==> src/core/lscl_pkg.sv <==
// constants and types shared by the light sensor command logic
package lscl_pkg;
   // one-byte opcodes
   localparam logic [7:0] OP_POWER_DOWN = 8'h00;
   localparam logic [7:0] OP_POWER_ON   = 8'h01;
   localparam logic [7:0] OP_CLEAR      = 8'h07;
   localparam logic [7:0] OP_CONT_HIGH  = 8'h10;
   localparam logic [7:0] OP_CONT_HALF  = 8'h11;
   localparam logic [7:0] OP_CONT_LOW   = 8'h13;
   localparam logic [7:0] OP_ONCE_HIGH  = 8'h20;
   localparam logic [7:0] OP_ONCE_HALF  = 8'h21;
   localparam logic [7:0] OP_ONCE_LOW   = 8'h23;
   // split loads of the integration length
   localparam logic [4:0] OP_LEN_UPPER_PFX = 5'h08;
   localparam logic [2:0] OP_LEN_LOWER_PFX = 3'h3;
   // seven-bit bus addresses chosen by the address-select pin
   localparam logic [6:0] BUS_ADDR_SEL_HIGH = 7'h5c;
   localparam logic [6:0] BUS_ADDR_SEL_LOW  = 7'h23;
   // values after reset
   localparam logic [15:0] RESULT_RESET = 16'h0000;
   localparam logic [7:0]  LENGTH_RESET = 8'h45;
   // measurement timing at the default integration length
   localparam int CLK_HZ       = 125_000_000;
   localparam int HIGH_TIME_MS = 120;
   localparam int LOW_TIME_MS  = 16;
   localparam int HIGH_UNIT_CYCLES = (HIGH_TIME_MS * (CLK_HZ / 1000)) / int'(LENGTH_RESET);
   localparam int LOW_UNIT_CYCLES  = (LOW_TIME_MS * (CLK_HZ / 1000)) / int'(LENGTH_RESET);
   localparam int UNIT_W = 18;
   // bus bit counter
   localparam logic [3:0] BITS_PER_BYTE = 4'h8;
   localparam logic [3:0] LAST_TX_BIT   = 4'h7;

   typedef enum logic [1:0] {PWR_DOWN, PWR_IDLE, PWR_MEAS} lscl_power_type;
   typedef enum logic [1:0] {RES_HIGH, RES_HALF, RES_LOW} lscl_res_type;
   typedef enum logic [2:0] {BUS_IDLE, BUS_ADDR, BUS_ACK_ADDR, BUS_WR_BYTE, BUS_ACK_WR,
                             BUS_RD_BYTE, BUS_RD_ACK} lscl_bus_type;
endpackage : lscl_pkg

==> src/core/lscl_bus_slave.sv <==
// two-wire bus slave: one opcode byte per write, result bytes on read
`timescale 1ns/1ps
`default_nettype none
module lscl_bus_slave (
   input  wire logic        ref_clk,    // block clock
   input  wire logic        sys_rst,    // async reset, high
   input  wire logic        scl_in,     // bus clock pin
   input  wire logic        sda_in,     // bus data pin level
   output logic             sda_out,    // data pin drive value
   output logic             sda_oe,     // data pin drive enable
   input  wire logic        addr_sel,   // address-select pin
   input  wire logic [15:0] result,     // result for read-out
   output logic             op_valid,   // one-cycle opcode strobe
   output logic [7:0]       op_byte     // opcode with the strobe
);
   import lscl_pkg::*;

   typedef struct packed {
      logic [1:0]   scl_sync;
      logic         scl_prev;
      logic [1:0]   sda_sync;
      logic         sda_prev;
      logic [1:0]   addr_sync;
      lscl_bus_type phase;
      logic [3:0]   cnt;
      logic [7:0]   shift;
      logic         rw;
      logic         got_op;
      logic [7:0]   op;
      logic         op_pulse;
      logic         drive;
      logic [15:0]  tx;
      logic         acked;
   } lscl_slave_state_type;

   lscl_slave_state_type st_ff, nxt_st;
   logic scl_s, sda_s, scl_rise, scl_fall, start_cond, stop_cond;
   logic [6:0] my_addr;

   // pins are read only after the second sync stage
   assign scl_s      = st_ff.scl_sync[1];
   assign sda_s      = st_ff.sda_sync[1];
   assign scl_rise   = scl_s & ~st_ff.scl_prev;
   assign scl_fall   = ~scl_s & st_ff.scl_prev;
   assign start_cond = scl_s & st_ff.scl_prev & st_ff.sda_prev & ~sda_s;
   assign stop_cond  = scl_s & st_ff.scl_prev & ~st_ff.sda_prev & sda_s;
   assign my_addr    = st_ff.addr_sync[1] ? BUS_ADDR_SEL_HIGH : BUS_ADDR_SEL_LOW;

   // bus phase sequencing
   always_comb begin
      nxt_st           = st_ff;
      nxt_st.scl_sync  = {st_ff.scl_sync[0], scl_in};
      nxt_st.sda_sync  = {st_ff.sda_sync[0], sda_in};
      nxt_st.addr_sync = {st_ff.addr_sync[0], addr_sel};
      nxt_st.scl_prev  = scl_s;
      nxt_st.sda_prev  = sda_s;
      nxt_st.op_pulse  = 1'b0;
      if (start_cond) begin
         nxt_st.phase  = BUS_ADDR;
         nxt_st.cnt    = 4'h0;
         nxt_st.got_op = 1'b0;
         nxt_st.drive  = 1'b0;
      end else if (stop_cond) begin
         // opcode acts at the stop, so one byte per transaction
         nxt_st.op_pulse = st_ff.got_op;
         nxt_st.got_op   = 1'b0;
         nxt_st.phase    = BUS_IDLE;
         nxt_st.drive    = 1'b0;
      end else if (scl_rise) begin
         if (st_ff.phase == BUS_ADDR || st_ff.phase == BUS_WR_BYTE) begin
            nxt_st.shift = {st_ff.shift[6:0], sda_s};
            nxt_st.cnt   = st_ff.cnt + 4'h1;
         end else if (st_ff.phase == BUS_RD_ACK) begin
            nxt_st.acked = ~sda_s;
         end
      end else if (scl_fall) begin
         case (st_ff.phase)
            BUS_ADDR: begin
               if (st_ff.cnt == BITS_PER_BYTE) begin
                  if (st_ff.shift[7:1] == my_addr) begin
                     nxt_st.rw    = st_ff.shift[0];
                     nxt_st.drive = 1'b1;
                     nxt_st.phase = BUS_ACK_ADDR;
                  end else begin
                     nxt_st.phase = BUS_IDLE;
                  end
               end
            end
            BUS_ACK_ADDR: begin
               nxt_st.cnt = 4'h0;
               if (st_ff.rw) begin
                  // snapshot keeps both bytes from one measurement
                  nxt_st.tx    = result;
                  nxt_st.drive = ~result[15];
                  nxt_st.phase = BUS_RD_BYTE;
               end else begin
                  nxt_st.drive = 1'b0;
                  nxt_st.phase = BUS_WR_BYTE;
               end
            end
            BUS_WR_BYTE: begin
               if (st_ff.cnt == BITS_PER_BYTE) begin
                  // a second byte in one transaction is not acknowledged
                  if (!st_ff.got_op) begin
                     nxt_st.got_op = 1'b1;
                     nxt_st.op     = st_ff.shift;
                     nxt_st.drive  = 1'b1;
                     nxt_st.phase  = BUS_ACK_WR;
                  end else begin
                     nxt_st.phase = BUS_IDLE;
                  end
               end
            end
            BUS_ACK_WR: begin
               nxt_st.drive = 1'b0;
               nxt_st.cnt   = 4'h0;
               nxt_st.phase = BUS_WR_BYTE;
            end
            BUS_RD_BYTE: begin
               if (st_ff.cnt == LAST_TX_BIT) begin
                  nxt_st.drive = 1'b0;
                  nxt_st.phase = BUS_RD_ACK;
               end else begin
                  nxt_st.tx    = {st_ff.tx[14:0], 1'b0};
                  nxt_st.drive = ~st_ff.tx[14];
                  nxt_st.cnt   = st_ff.cnt + 4'h1;
               end
            end
            BUS_RD_ACK: begin
               if (st_ff.acked) begin
                  nxt_st.tx    = {st_ff.tx[14:0], 1'b0};
                  nxt_st.drive = ~st_ff.tx[14];
                  nxt_st.cnt   = 4'h0;
                  nxt_st.phase = BUS_RD_BYTE;
               end else begin
                  nxt_st.phase = BUS_IDLE;
               end
            end
            default: nxt_st.phase = BUS_IDLE;
         endcase
      end
   end

   always_ff @(posedge ref_clk or posedge sys_rst) begin
      if (sys_rst) begin
         st_ff       <= '0;
         st_ff.phase <= BUS_IDLE;
      end else begin
         st_ff <= nxt_st;
      end
   end

   // open drain: only ever pulls low
   assign sda_out  = 1'b0;
   assign sda_oe   = st_ff.drive;
   assign op_valid = st_ff.op_pulse;
   assign op_byte  = st_ff.op;
endmodule // lscl_bus_slave
`default_nettype wire

==> src/core/lscl_top.sv <==
// light sensor command logic: opcode decode, measurement timing, result
//
// Notes on behaviour
// - opcode 00 powers down, 01 powers on idle
// - measurement opcodes accepted straight from power-down
// - opcode 07 zeroes result, keeps everything else
// - result clear ignored while powered down
// - 10: continuous high resolution, 120 ms
// - 11: continuous half-step mode, 120 ms
// - 13: continuous low resolution, 16 ms
// - 20/21/23 measure once, then power down
// - 011xxxxx loads integration length bits 4..0
// - 16-bit result register, resets to zero
// - 8-bit integration length, resets to 0x45
// - internal clock only, no external clock
// - reset clears all registers except length (loads 0x45), powered down
// - continuous modes overwrite result every period
// - one opcode per write, then stop
// - address 1011100 if select high, else 0100011
// - measurement time proportional to integration length
`timescale 1ns/1ps
`default_nettype none
module lscl_top #(
   parameter int HIGH_UNIT = lscl_pkg::HIGH_UNIT_CYCLES, // cycles per length step, high res
   parameter int LOW_UNIT  = lscl_pkg::LOW_UNIT_CYCLES   // cycles per length step, low res
) (
   input  wire logic        ref_clk,                 // block clock, 125 MHz
   input  wire logic        sys_rst,                 // async reset, high
   input  wire logic        scl_in,                  // bus clock pin
   input  wire logic        sda_in,                  // bus data pin level
   output logic             sda_out,                 // data pin drive value
   output logic             sda_oe,                  // data pin drive enable
   input  wire logic        addr_sel,                // address-select pin
   input  wire logic [15:0] conv_count,              // converter output count
   output logic             photo_diode_on,          // front end powered
   output logic             integrating,             // measurement running
   output logic             half_step_mode,          // half-step resolution chosen
   output logic             low_res_mode,            // low resolution chosen
   output logic             period_done,             // one-cycle end of measurement
   output logic [7:0]       integration_length_bits, // integration length
   output logic [15:0]      illuminance_result       // held result
);
   import lscl_pkg::*;

   typedef struct packed {
      lscl_power_type    power;
      lscl_res_type      res;
      logic              cont;
      logic [UNIT_W-1:0] unit_cnt;
      logic [7:0]        len_cnt;
      logic [7:0]        length;
      logic [15:0]       result;
      logic              done;
   } lscl_top_state_type;

   lscl_top_state_type st_ff, nxt_st;
   logic              op_valid;
   logic [7:0]        op_byte;
   logic [UNIT_W-1:0] unit_last;
   logic              len_last;
   logic              len_hi_op;  // opcode loads length bits 7..5
   logic              len_lo_op;  // opcode loads length bits 4..0

   // bus slave feeds opcodes in and reads the result out
   lscl_bus_slave u_bus (
      .ref_clk  (ref_clk),
      .sys_rst  (sys_rst),
      .scl_in   (scl_in),
      .sda_in   (sda_in),
      .sda_out  (sda_out),
      .sda_oe   (sda_oe),
      .addr_sel (addr_sel),
      .result   (st_ff.result),
      .op_valid (op_valid),
      .op_byte  (op_byte)
   );

   // period = length steps of a per-resolution unit, so time scales with length
   assign unit_last = (st_ff.res == RES_LOW) ? UNIT_W'(LOW_UNIT - 1)
                                             : UNIT_W'(HIGH_UNIT - 1);
   // >= instead of == so a length lowered mid-period still ends it
   assign len_last  = ({1'b0, st_ff.len_cnt} + 9'h001) >= {1'b0, st_ff.length};

   // length loads are told apart by prefix; the low bits carry the value
   assign len_hi_op = (op_byte[7:3] == OP_LEN_UPPER_PFX);
   assign len_lo_op = (op_byte[7:5] == OP_LEN_LOWER_PFX);

   // measurement timing, then opcode decode; a command beats a period end
   always_comb begin
      nxt_st      = st_ff;
      nxt_st.done = 1'b0;
      // unit steps nest inside length steps
      if (st_ff.power == PWR_MEAS) begin
         if (st_ff.unit_cnt == unit_last) begin
            nxt_st.unit_cnt = '0;
            if (len_last) begin
               nxt_st.len_cnt = 8'h00;
               nxt_st.result  = conv_count;
               nxt_st.done    = 1'b1;
               if (!st_ff.cont) begin
                  nxt_st.power = PWR_DOWN;
               end
            end else begin
               nxt_st.len_cnt = st_ff.len_cnt + 8'h01;
            end
         end else begin
            nxt_st.unit_cnt = st_ff.unit_cnt + UNIT_W'(1);
         end
      end
      // decode comes last, so a command overrides a period end
      if (op_valid) begin
         case (op_byte)
            OP_POWER_DOWN: begin
               nxt_st.power = PWR_DOWN;
            end
            OP_POWER_ON: begin
               nxt_st.power = PWR_IDLE;
            end
            OP_CLEAR: begin
               // only the result; length and power state stay
               if (st_ff.power != PWR_DOWN) begin
                  nxt_st.result = RESULT_RESET;
               end
            end
            // repeated measurements; taken in any power state, a running period is dropped
            OP_CONT_HIGH: begin
               // 1 lx step, rerun every period
               nxt_st.power    = PWR_MEAS;
               nxt_st.cont     = 1'b1;
               nxt_st.res      = RES_HIGH;
               nxt_st.unit_cnt = '0;
               nxt_st.len_cnt  = 8'h00;
            end
            OP_CONT_HALF: begin
               // half step, same period as the 1 lx mode
               nxt_st.power    = PWR_MEAS;
               nxt_st.cont     = 1'b1;
               nxt_st.res      = RES_HALF;
               nxt_st.unit_cnt = '0;
               nxt_st.len_cnt  = 8'h00;
            end
            OP_CONT_LOW: begin
               // 4 lx step on the short unit
               nxt_st.power    = PWR_MEAS;
               nxt_st.cont     = 1'b1;
               nxt_st.res      = RES_LOW;
               nxt_st.unit_cnt = '0;
               nxt_st.len_cnt  = 8'h00;
            end

            // single measurements; power drops again at the period end
            OP_ONCE_HIGH: begin
               // one period at 1 lx step
               nxt_st.power    = PWR_MEAS;
               nxt_st.cont     = 1'b0;
               nxt_st.res      = RES_HIGH;
               nxt_st.unit_cnt = '0;
               nxt_st.len_cnt  = 8'h00;
            end
            OP_ONCE_HALF: begin
               // one period at half step
               nxt_st.power    = PWR_MEAS;
               nxt_st.cont     = 1'b0;
               nxt_st.res      = RES_HALF;
               nxt_st.unit_cnt = '0;
               nxt_st.len_cnt  = 8'h00;
            end
            OP_ONCE_LOW: begin
               // one short period at 4 lx step
               nxt_st.power    = PWR_MEAS;
               nxt_st.cont     = 1'b0;
               nxt_st.res      = RES_LOW;
               nxt_st.unit_cnt = '0;
               nxt_st.len_cnt  = 8'h00;
            end
            default: begin
               // undefined opcodes fall through here and change nothing
               if (len_hi_op) begin
                  nxt_st.length[7:5] = op_byte[2:0];
               end else if (len_lo_op) begin
                  nxt_st.length[4:0] = op_byte[4:0];
               end
            end
         endcase
      end
   end

   // ref_clk stands in for the on-chip oscillator
   always_ff @(posedge ref_clk or posedge sys_rst) begin
      if (sys_rst) begin
         st_ff        <= '0;
         st_ff.power  <= PWR_DOWN;
         st_ff.res    <= RES_HIGH;
         // fields with a non-zero reset value are set by name
         st_ff.length <= LENGTH_RESET;
         st_ff.result <= RESULT_RESET;
      end else begin
         st_ff <= nxt_st;
      end
   end

   // outputs straight from state flops
   assign photo_diode_on          = (st_ff.power != PWR_DOWN);
   assign integrating             = (st_ff.power == PWR_MEAS);
   assign half_step_mode          = (st_ff.res == RES_HALF);
   assign low_res_mode            = (st_ff.res == RES_LOW);

   // strobe and held registers for the read-out side
   assign period_done             = st_ff.done;
   assign integration_length_bits = st_ff.length;
   assign illuminance_result      = st_ff.result;
endmodule // lscl_top
`default_nettype wire

==> config.mk <==
export PLATFORM = sky130hd
export DESIGN_NAME = lscl_top
export DESIGN_NICKNAME = d
export VERILOG_FILES = /design/src/core/lscl_pkg.sv /design/src/core/lscl_bus_slave.sv /design/src/core/lscl_top.sv
export SDC_FILE = /design/constraint.sdc
export NUM_CORES = 1
export LEC_CHECK = 0
export BUFFER_PORTS_ARGS = -buffer_cell sky130_fd_sc_hd__buf_2
export CAP_MARGIN = 20
export CORE_MARGIN = 2
export CORE_UTILIZATION = 60
export CTS_CLUSTER_SIZE = 16
export DETAILED_ROUTE_END_ITERATION = 6
export PLACE_DENSITY = 0.8
export SYNTH_ARGS = -nofsm -noshare
export SYNTH_HDL_FRONTEND = slang
export SYNTH_SLANG_ARGS = --single-unit
==> constraint.sdc <==
create_clock -name ref_clk -period 4.66 [get_ports ref_clk]
set_input_delay 0.699 -clock ref_clk [delete_from_list [all_inputs] [get_ports ref_clk]]
set_output_delay 0.699 -clock ref_clk [all_outputs]
set_load 0.1 [all_outputs]
; Word-level counts from Yosys, hierarchy flattened
; Index checks and enable logic that the tools add are counted.
[op_classes]
addsub = 4
n_mul = 0
n_div = 0
n_lt_le_gt_ge = 1
n_eq_ne = 37
shifts = 0
n_mux = 68
bitwise_logic = 20
n_reduce_logical = 26
[op_table]
columns = op, count
row1 = 29-bit one-hot mux with 6 select lines, 1
row2 = 17-bit 2-to-1 mux, 6
row3 = 16-bit 2-to-1 mux, 4
row4 = 55-bit 2-to-1 mux, 1
row5 = 16-bit one-hot mux with 3 select lines, 1
row6 = 8-bit 2-to-1 mux, 5
row7 = 18-bit 2-to-1 mux, 2
row8 = 3-bit 2-to-1 mux, 9
row9 = 26-bit 2-to-1 mux, 1
row10 = 8-bit by 5-bit equality test with 1-bit output (second input constant), 3
row11 = 8-bit by 6-bit equality test with 1-bit output (second input constant), 3
row12 = 7-bit 2-to-1 mux, 3
row13 = 10-bit 2-to-1 mux, 2
row14 = 18-bit by 1-bit adder with 18-bit output (second input constant), 1
row15 = 18-bit equality test, 1
row16 = 9-bit 2-to-1 mux, 2
row17 = 3-bit one-hot mux with 6 select lines, 1
row18 = 4-bit by 2-bit != test with 1-bit output (second input constant), 4
row19 = 8-bit AND reduction, 2
row20 = 1-bit 2-to-1 mux, 15
row21 = 3-bit nonzero test, 5
row22 = 7-bit AND reduction, 2
row23 = 13-bit 2-to-1 mux, 1
row24 = 1-bit NOT, 13
row25 = other kinds (42), 68
[totals]
reg_bits = 108
latch_bits = 0
ramBits = 0
mem_bits_ro = 0
inputBits = 21
output_inout_bits = 31
wordCells = 180
n_memories = 0

; Logic depth before layout (Yosys ltp)
; Gate-level depths: netlist of run 1.
[depth]
ltp_word = 9
depth_mapped = 11
depth_no_buf = 10

; Modules after synthesis
; From an unflattened synthesis of run 1, not the netlist that was laid out.
[hier_totals]
cells_unflattened = 592
area_unflattened_um2 = 5979.5
[by_module_without_submodules]
columns = mod, n_inst, cells_each, area_per_inst_um2, seq_area_each_um2
row1 = lscl_top, 1, 345, 3311.9, 1405.1
row2 = lscl_bus_slave, 1, 247, 2667.6, 1276.2

; Worst setup path after synthesis of run 1
; Ideal clock, no wire load.
[synth_timing]
path_type = register to register
from = register st_ff[25] in the netlist's numbering
to = register st_ff[30] in the netlist's numbering
setup_ns = 0.082
arrival_ns = 2.471
t_required_ns = 4.578
slack_ns = 2.107
stages_incl_launch_ff = 12
n_path_buf = 1
synth_period_minus_slack_ns = 2.553
path_cell_list = dfrtp_1 ha_1 nand2_1 or2_2 xnor2_1 ha_1 a21o_1 a21oi_1 o21a_1 clkbuf_1 nand4b_1 a31oi_1
[synth_lines]
columns = element, line
row1 = from (decl), lscl_top.sv:56  ; lscl_top_state_type st_ff, nxt_st;
row2 = from (signal assigned), lscl_top.sv:198  ; st_ff <= nxt_st;

==> summary.txt, run 1 <==
Worst hold path
  • Hold Crit Start: u_bus.nxt_st[48]$_DFF_PP0_
  • WHS Path Cells: 0
  • Min-Delay Path Class: register to register
  • Hold Path Sink: u_bus.nxt_st[46]$_DFF_PP0_

Global routing
  • Gr ovfl total: 0
  • Vias in the first global route: just under 4000
  • GR Util All Layers: 0.223
  • Largest net degree at the start of global routing: between 70 and 80
  • Initial antenna violation count: 0
  • Global-route wire length before repair: about 18000 um

Setup path
  • Critical path depth: 10
  • Reg2reg end: illuminance_result[6]$_DFF_PP0_
  • RR Startpoint: st_ff[25]$_DFF_PP0_
  • Crit path DAT: 3.29 ns
  • Critical path required time: about 5 ns
  • CP delay by family, top: compound AO/OA/AOI/OAI gates
  • FF-to-FF setup slack: approximately 1.7 ns
  • Crit path top cell by count: ha_1
  • CP Launch Type: register
  • Reg2Reg Depth: 10
  • Slowest library cell on the worst path: a21oi_4
  • Worst-path fanout max: 16
  • Buf+Inv Stages, Crit Path: 0
  • CP Class: register to register
  • CP Cell Sequence: ha_1 > nand2_1 > or2_2 > xnor2_1 > ha_1 > a21o_1 > a21oi_1 > o21a_1 > a21oi_4 > mux2i_1
  • CP endpoint kind: register
  • Max incr delay on CP: ~0.65 ns

Detailed routing
  • Detailed Route WL: 10600 um
  • ANT nets after route: 0
  • Via-to-Cell Ratio: ~6
  • Residual DRC count: 0
  • Initial DRC Count: 210
  • First-pass DRT Iterations: 5
  • DR vias: around 4100
  • Avg WL per Cell: between 15 and 20 um

Yosys
  • Post-synthesis cell count: around 560
  • Simple-Gate Fraction of Synth Area: 0.188
  • Ys Warns: 0
  • Area share of fa/ha/maj cells after synthesis: 0.0266
  • Syn nets: just under 600
  • Cell variety after synth: 62
  • XOR/XNOR Fraction of Synth Area: 0.0403
  • Dominant synthesized flop cell: dfrtp_1
  • Post-synth EDFFs: 0
  • Multiplexer share of the synthesized area: 0.111
  • Avg Inst Size Synth: ~10 um2
  • Yosys reg bits: between 100 and 150
  • Cell area after synthesis: 5650 um2
  • Largest family of logic cells by synthesized area: simple AND/OR/NAND/NOR gates
  • Synth Area in Compound Gates: 0.0972
  • Ys async rst share: 1.00
  • Seq/Total Area, Yosys: 0.475

Clock tree
  • Clock-pin slew on the worst setup and hold paths: 0.11 ns
  • CTS root buf: clkbuf_8
  • H-tree levels: 3
  • Clk_lat worst skew: around 0.38 ns
  • CTS Buf Count: 9
  • Clk buf depth: 2
  • Post-CTS Setup Bufs: 0
  • CTS-repair resized insts: 0
  • Total clock sinks: around 110
  • Cts hold-fix bufs: 0
  • CTS tree: done

Timing
  • Final setup violation count: 0
  • Final worst slack: roughly 1.7 ns
  • Slew Limit Fails: 0
  • Final hold violation count: 0
  • Max Freq: between 300 and 400 MHz
  • Slew @ Worst Pin: about 0.89 ns
  • Tmin final: around 3.0 ns
  • Tcrit/Tclk final: 0.640
  • Worst slew margin: 0.405
  • Setup TNS: 0 ns
  • Fin Hold WS: about 0.36 ns
  • Clock Skew: about 0.013 ns
  • RSZ-0062 raised after global routing: no

Layout
  • Area grow syn2layout: 5.85%
  • Most frequent cells in the layout: 104 x dfrtp_1, 80 x nand2_1, 50 x buf_2
  • Fin nets: between 600 and 700
  • Share of layout cells above drive strength 1: 0.197
  • Fill cell count: 717
  • Most common library cell in the layout ignoring fill and taps: dfrtp_1
  • Multi-input logic area: around 2600 um2
  • Register area: ~2700 um2
  • Diode count: 0
  • Final Util: 0.650

Power and ir drop
  • Max IR drop VDD: between 0.2 and 0.25 mV
  • PD cells: about 360 nW/um2
  • Leakage: about 2.9 nW
  • Power Total: between 2 and 2.5 mW

Floorplanning
  • FP Rows: 35
  • Initial core utilization: 0.614
  • Core region area: between 9000 and 10000 um2
  • Die width: 101 um
  • Total I/O pin count: between 50 and 60
  • Total die area: 10200 um2
  • Chip height: ~100 um

Placement
  • Dpl ws: between 1.5 and 2 ns
  • Post-detail-place hpwl: 7400 um
  • Final weighted congestion in routability-driven placement: around 0.89
  • PortBufs: 50

Run
  • Max cap viols: 0

Run status
  • Status: finished, final reports clean
-- worst max-delay path by stage --
| stage | to | startpoint | slack (ns) |
|---|---|---|---|
| 5_1_grt | illuminance_result[2]$_DFF_PP0_ | st_ff[25]$_DFF_PP0_ | 1.47 |
| 6_report | illuminance_result[6]$_DFF_PP0_ | st_ff[25]$_DFF_PP0_ | 1.68 |
| 2_1_floorplan | illuminance_result[0]$_DFF_PP0_ | sys_rst | 1.15 |
| 4_1_cts | illuminance_result[1]$_DFF_PP0_ | st_ff[25]$_DFF_PP0_ | 1.68 |
| 3_3_place_gp | illuminance_result[15]$_DFF_PP0_ | st_ff[25]$_DFF_PP0_ | 1.81 |
| 3_5_place_dp | illuminance_result[3]$_DFF_PP0_ | st_ff[25]$_DFF_PP0_ | 1.69 |
-- synthesized netlist by cell type, types with 4 or more instances --
master	count	area (um2)
a21oi_1	15	75.1
a221oi_1	4	35.0
a31oi_1	4	25.0
and3b_1	4	35.0
buf_4	25	188
clkbuf_1	15	56.3
dfrtp_1	104	2600
ha_1	12	150
inv_1	16	60.1
mux2_2	28	315
mux2i_1	31	310
nand2_1	80	300
nand2b_1	6	37.5
nand3_1	12	60.1
nand3b_1	4	30.0
nand4_1	17	106
nand4b_1	6	52.6
nor2_1	45	169
nor2b_1	9	56.3
nor3_1	9	45.0
o21ai_0	26	130
o21bai_1	4	30.0
or2_2	4	25.0
xnor2_1	10	87.6
xor2_1	16	140
-- state kept, by name, summed over array words and instances (netlist names) --
register and cells:
u_bus.st_ff 36, st_ff 31, illuminance_result 16, integration_length_bits 8, u_bus.op_byte 8, u_bus.nxt_st 5
period_done 1, u_bus.op_valid 1, u_bus.sda_oe 1
-- through the flow --
| step | cells | cell area, um2 |
|---|---|---|
| global route | 695 | 5980 |
| finish | 695 | 5980 |
| detailed placement | 679 | 5780 |
| CTS | 695 | 5980 |
| floorplan | 559 | 5650 |
| global placement | 679 | 5780 |
-- report_power, final --
group | internal [mW] | switching, mW | leakage [nW]
Combinational | 0.171 | 0.203 | 1.43
Sequential | 1.05 | 0.125 | 1.34
Clock | 0.252 | 0.323 | 0.100
Total | 1.47 | 0.651 | 2.87
-- per-layer routing --
layer	vias up	global-route usage	share of wire	wire length, um
li1	1967	-	-	-
met3	25	0.0395	0.040	423
met2	92	0.354	0.48	5050
met4	0	0.103	0.022	228
met5	-	0	0	0
met1	1968	0.298	0.46	4880
-- cell families (layout without fill, tap and decap cells) --
family          count (synthesis)  in the layout
flops                         107            107
mux                            59             59
fa+ha+maj                      12             12
other cells                     1              1
compound gates                 80             80
xor+xnor                       26             26
buf+inv                        61             86
simple gates                  213            213
-- final cells by class --
cell class                      instances  area share
Clock buffer                            9      0.0207
Sequential cell                       107       0.448
Clock inverter                          7      0.0123
Tap cell                              111      0.0232
Inverter                               16      0.0105
Timing Repair Buffer                   54      0.0469
Multi-Input combinational cell        391       0.438
Power figures use the tool's default switching activity.
==> run 2, diff against run 1 <==
==> constraint.sdc (replaced) <==
create_clock -name ref_clk -period 2.8 [get_ports ref_clk]
set_input_delay 0.42 -clock ref_clk [delete_from_list [all_inputs] [get_ports ref_clk]]
set_output_delay 0.42 -clock ref_clk [all_outputs]
set_load 0.1 [all_outputs]
==> run 2 against run 1 <==
Net effect:
- die area did not move
- via count rose by 1.1%
- clock-buffer cell count did not move
- flip-flop and latch count did not move
- routed wire length rose by 1.1%
- non-clock buffer count rose by 9
- final area rose by 1.4%
- sequential power rose by 68%
- largest power group unchanged
==> summary.txt, run 2 (same netlist as run 1, synthesis figures left out) <==
Setup path
  • Critical path depth: 11 (was 10)
  • CP Class: register to register (unchanged)
  • FF-to-FF setup slack: 0.17 ns (was 1.68 ns)
  • Slowest library cell on the worst path: dfrtp_1 (was a21oi_4)
  • Crit path launch: st_ff[26]$_DFF_PP0_ (was st_ff[25]$_DFF_PP0_)
  • Reg2reg end: st_ff[55]$_DFF_PP0_ (was illuminance_result[6]$_DFF_PP0_)
  • CP delay by family, top: compound AO/OA/AOI/OAI gates (unchanged)
  • CP endpoint kind: register (unchanged)
  • Crit path DAT: 2.87 ns (was 3.29 ns)
  • Critical path required time: 3.04 ns (was 4.96 ns)
  • Reg2Reg Depth: 11 (was 10)
  • Worst-path fanout max: 10 (was 16)
  • Crit path top cell by count: ha_1 (unchanged)
  • Max incr delay on CP: 0.40 ns (was 0.65 ns)
  • Buf+Inv Stages, Crit Path: 1 (was 0)
  • CP Cell Sequence: ha_1 > nand2_1 > or2_2 > xnor2_1 > ha_1 > a21o_1 > a21oi_2 > o21a_1 > buf_4 > a2111oi_2 > o22ai_1 (was ha_1 > nand2_1 > or2_2 > xnor2_1 > ha_1 > a21o_1 > a21oi_1 > o21a_1 > a21oi_4 > mux2i_1)
  • RR Startpoint: st_ff[26]$_DFF_PP0_ (was st_ff[25]$_DFF_PP0_)
  • CP Launch Type: register (unchanged)

Worst hold path
  • Hold Crit Start: sda_in (was u_bus.nxt_st[48]$_DFF_PP0_)
  • WHS Path Cells: 1 (was 0)
  • Min-Delay Path Class: primary input to register (was register to register)
  • Hold Path Sink: u_bus.nxt_st[48]$_DFF_PP0_ (was u_bus.nxt_st[46]$_DFF_PP0_)

Clock tree
  • Clock-pin slew on the worst setup and hold paths: 0.11 ns (about the same)
  • CTS Buf Count: 9 (unchanged)
  • CTS root buf: clkbuf_8 (unchanged)
  • CTS tree: done (unchanged)
  • H-tree levels: 3 (unchanged)
  • Total clock sinks: 107 (unchanged)
  • Cts hold-fix bufs: 0 (unchanged)
  • Clk buf depth: 2 (unchanged)
  • Clk_lat worst skew: 0.37 ns (was 0.38 ns)

Detailed routing
  • First-pass DRT Iterations: 5 (unchanged)
  • Residual DRC count: 0 (unchanged)
  • Via-to-Cell Ratio: 5.82 (was 5.83)
  • Avg WL per Cell: 15.2 um (about the same)
  • DR vias: 4098 (was 4052)
  • ANT nets after route: 0 (unchanged)
  • Initial DRC Count: 203 (was 210)
  • Detailed Route WL: 10700 um (was 10600 um)

Global routing
  • Initial antenna violation count: 0 (unchanged)
  • Vias in the first global route: 3899 (was 3959)
  • Global-route wire length before repair: 18300 um (was 18100 um)
  • GR Util All Layers: 0.224 (was 0.223)
  • Largest net degree at the start of global routing: 108 (was 74)
  • Gr ovfl total: 0 (unchanged)

Power and ir drop
  • Comb power frac: 0.182 (was 0.176)
  • Clk pwr share: 0.251 (was 0.271)
  • PD cells: 570 nW/um2 (was 355 nW/um2)
  • Max IR drop VDD: 0.421 mV (was 0.223 mV)
  • Sw frac: 0.316 (was 0.307)
  • Internal power: 2.36 mW (was 1.47 mW)
  • Net load switching power: 1.09 mW (was 0.651 mW)
  • Leakage: 2.91 nW (was 2.87 nW)
  • Flop pwr share: 0.567 (was 0.553)
  • Power Total: 3.45 mW (was 2.12 mW)

Timing
  • RSZ-0062 raised after global routing: no (unchanged)
  • Tmin final: 2.63 ns (was 2.98 ns)
  • Worst slew margin: 0.492 (was 0.405)
  • Clock Skew: 0.0151 ns (was 0.0134 ns)
  • Tcrit/Tclk final: 0.939 (was 0.640)
  • Setup TNS: 0 ns (unchanged)
  • Final setup violation count: 0 (unchanged)
  • Slew Limit Fails: 0 (unchanged)
  • Slew @ Worst Pin: 0.760 ns (was 0.893 ns)
  • Final hold violation count: 0 (unchanged)
  • Max Freq: 380 MHz (was 335 MHz)
  • Fin Hold WS: 0.153 ns (was 0.357 ns)

Placement
  • Post-detail-place hpwl: 7420 um (was 7400 um)
  • Final weighted congestion in routability-driven placement: 0.903 (was 0.892)
  • PortBufs: 50 (unchanged)
  • Placed Area: 5860 um2 (was 5780 um2)

Floorplanning
  • Total I/O pin count: 52 (unchanged)
  • Die width: 101 um (unchanged)
  • Initial core utilization: 0.614 (unchanged)
  • Total die area: 10200 um2 (unchanged)
  • Chip height: 101 um (unchanged)
  • Core region area: 9200 um2 (unchanged)
  • FP Rows: 35 (unchanged)

Layout
  • Reg with most FFs: u_bus.st_ff (unchanged)
  • Fin nets: 621 (was 612)
  • Max reg flops: 36 (unchanged)
  • Most frequent cells in the layout: 104 x dfrtp_1, 80 x nand2_1, 50 x buf_2 (unchanged)
  • Most common library cell in the layout ignoring fill and taps: dfrtp_1 (unchanged)
  • Diode count: 0 (unchanged)
  • Post-route cell area: 6060 um2 (was 5980 um2)
  • Share of layout cells above drive strength 1: 0.212 (was 0.197)
  • Final Util: 0.659 (was 0.650)
  • Area grow syn2layout: 7.29% (was 5.85%)

Run status
  • Status: finished, final reports clean (unchanged)

Run
  • Max cap viols: 0 (unchanged)
==> run 2: per-layer routing <==
metal	global-route usage	wire (um)	vias to the layer above
li1	-	-	1988
met1	0.315	4860	1982
met2	0.358	5180	121
met3	0.0485	580	7
met4	0.0520	74	0
met5	0	0	-
==> run 2: cell type report <==
type	count	area (um2)
clock buffers	9	124
multi-input cells	391	2630
fillers	736	3140
clock inverters	7	51.3
repair buffers	63	373
well taps	111	139
inverters	16	63.8
flip-flops and latches	107	2680
==> run 2: timing repair <==
item | CTS | global route
pin swaps | 1 | 0
endpoints found under the setup margin | 16 | 2
setup buffers | 1 | 0
resized for setup | 0 | 3
==> run 2: power groups by stage <==
stage | combinational (mW) | clock [mW] | sequential [mW]
6_report | 0.627 | 0.866 | 1.96
5_1_grt | 0.715 | 0.956 | 2.00
4_1_cts | 0.635 | 0.892 | 1.96
3_5_place_dp | 0.630 | 0 | 1.99
3_3_place_gp | 0.599 | 0 | 1.97
2_1_floorplan | 0.534 | 0 | 1.92
==> run 2: through the flow <==
step | worst slack, ns | std cells
after global placement | 0.0688 | 687
after global routing | 0.00579 | 704
after detailed placement | -0.0384 | 687
after floorplan | 0.247 | 559
final | 0.171 | 704
after CTS | 0.0265 | 704
==> run 2: worst max-delay path by stage <==
stage / end / slack, ns
after floorplan: st_ff[30]$_DFF_PP0_ / 0.25
after global placement: illuminance_result[15]$_DFF_PP0_ / 0.07
after detailed placement: illuminance_result[14]$_DFF_PP0_ / -0.04
after CTS: st_ff[55]$_DFF_PP0_ / 0.03
after global routing: st_ff[30]$_DFF_PP0_ / 0.006
final: st_ff[55]$_DFF_PP0_ / 0.17
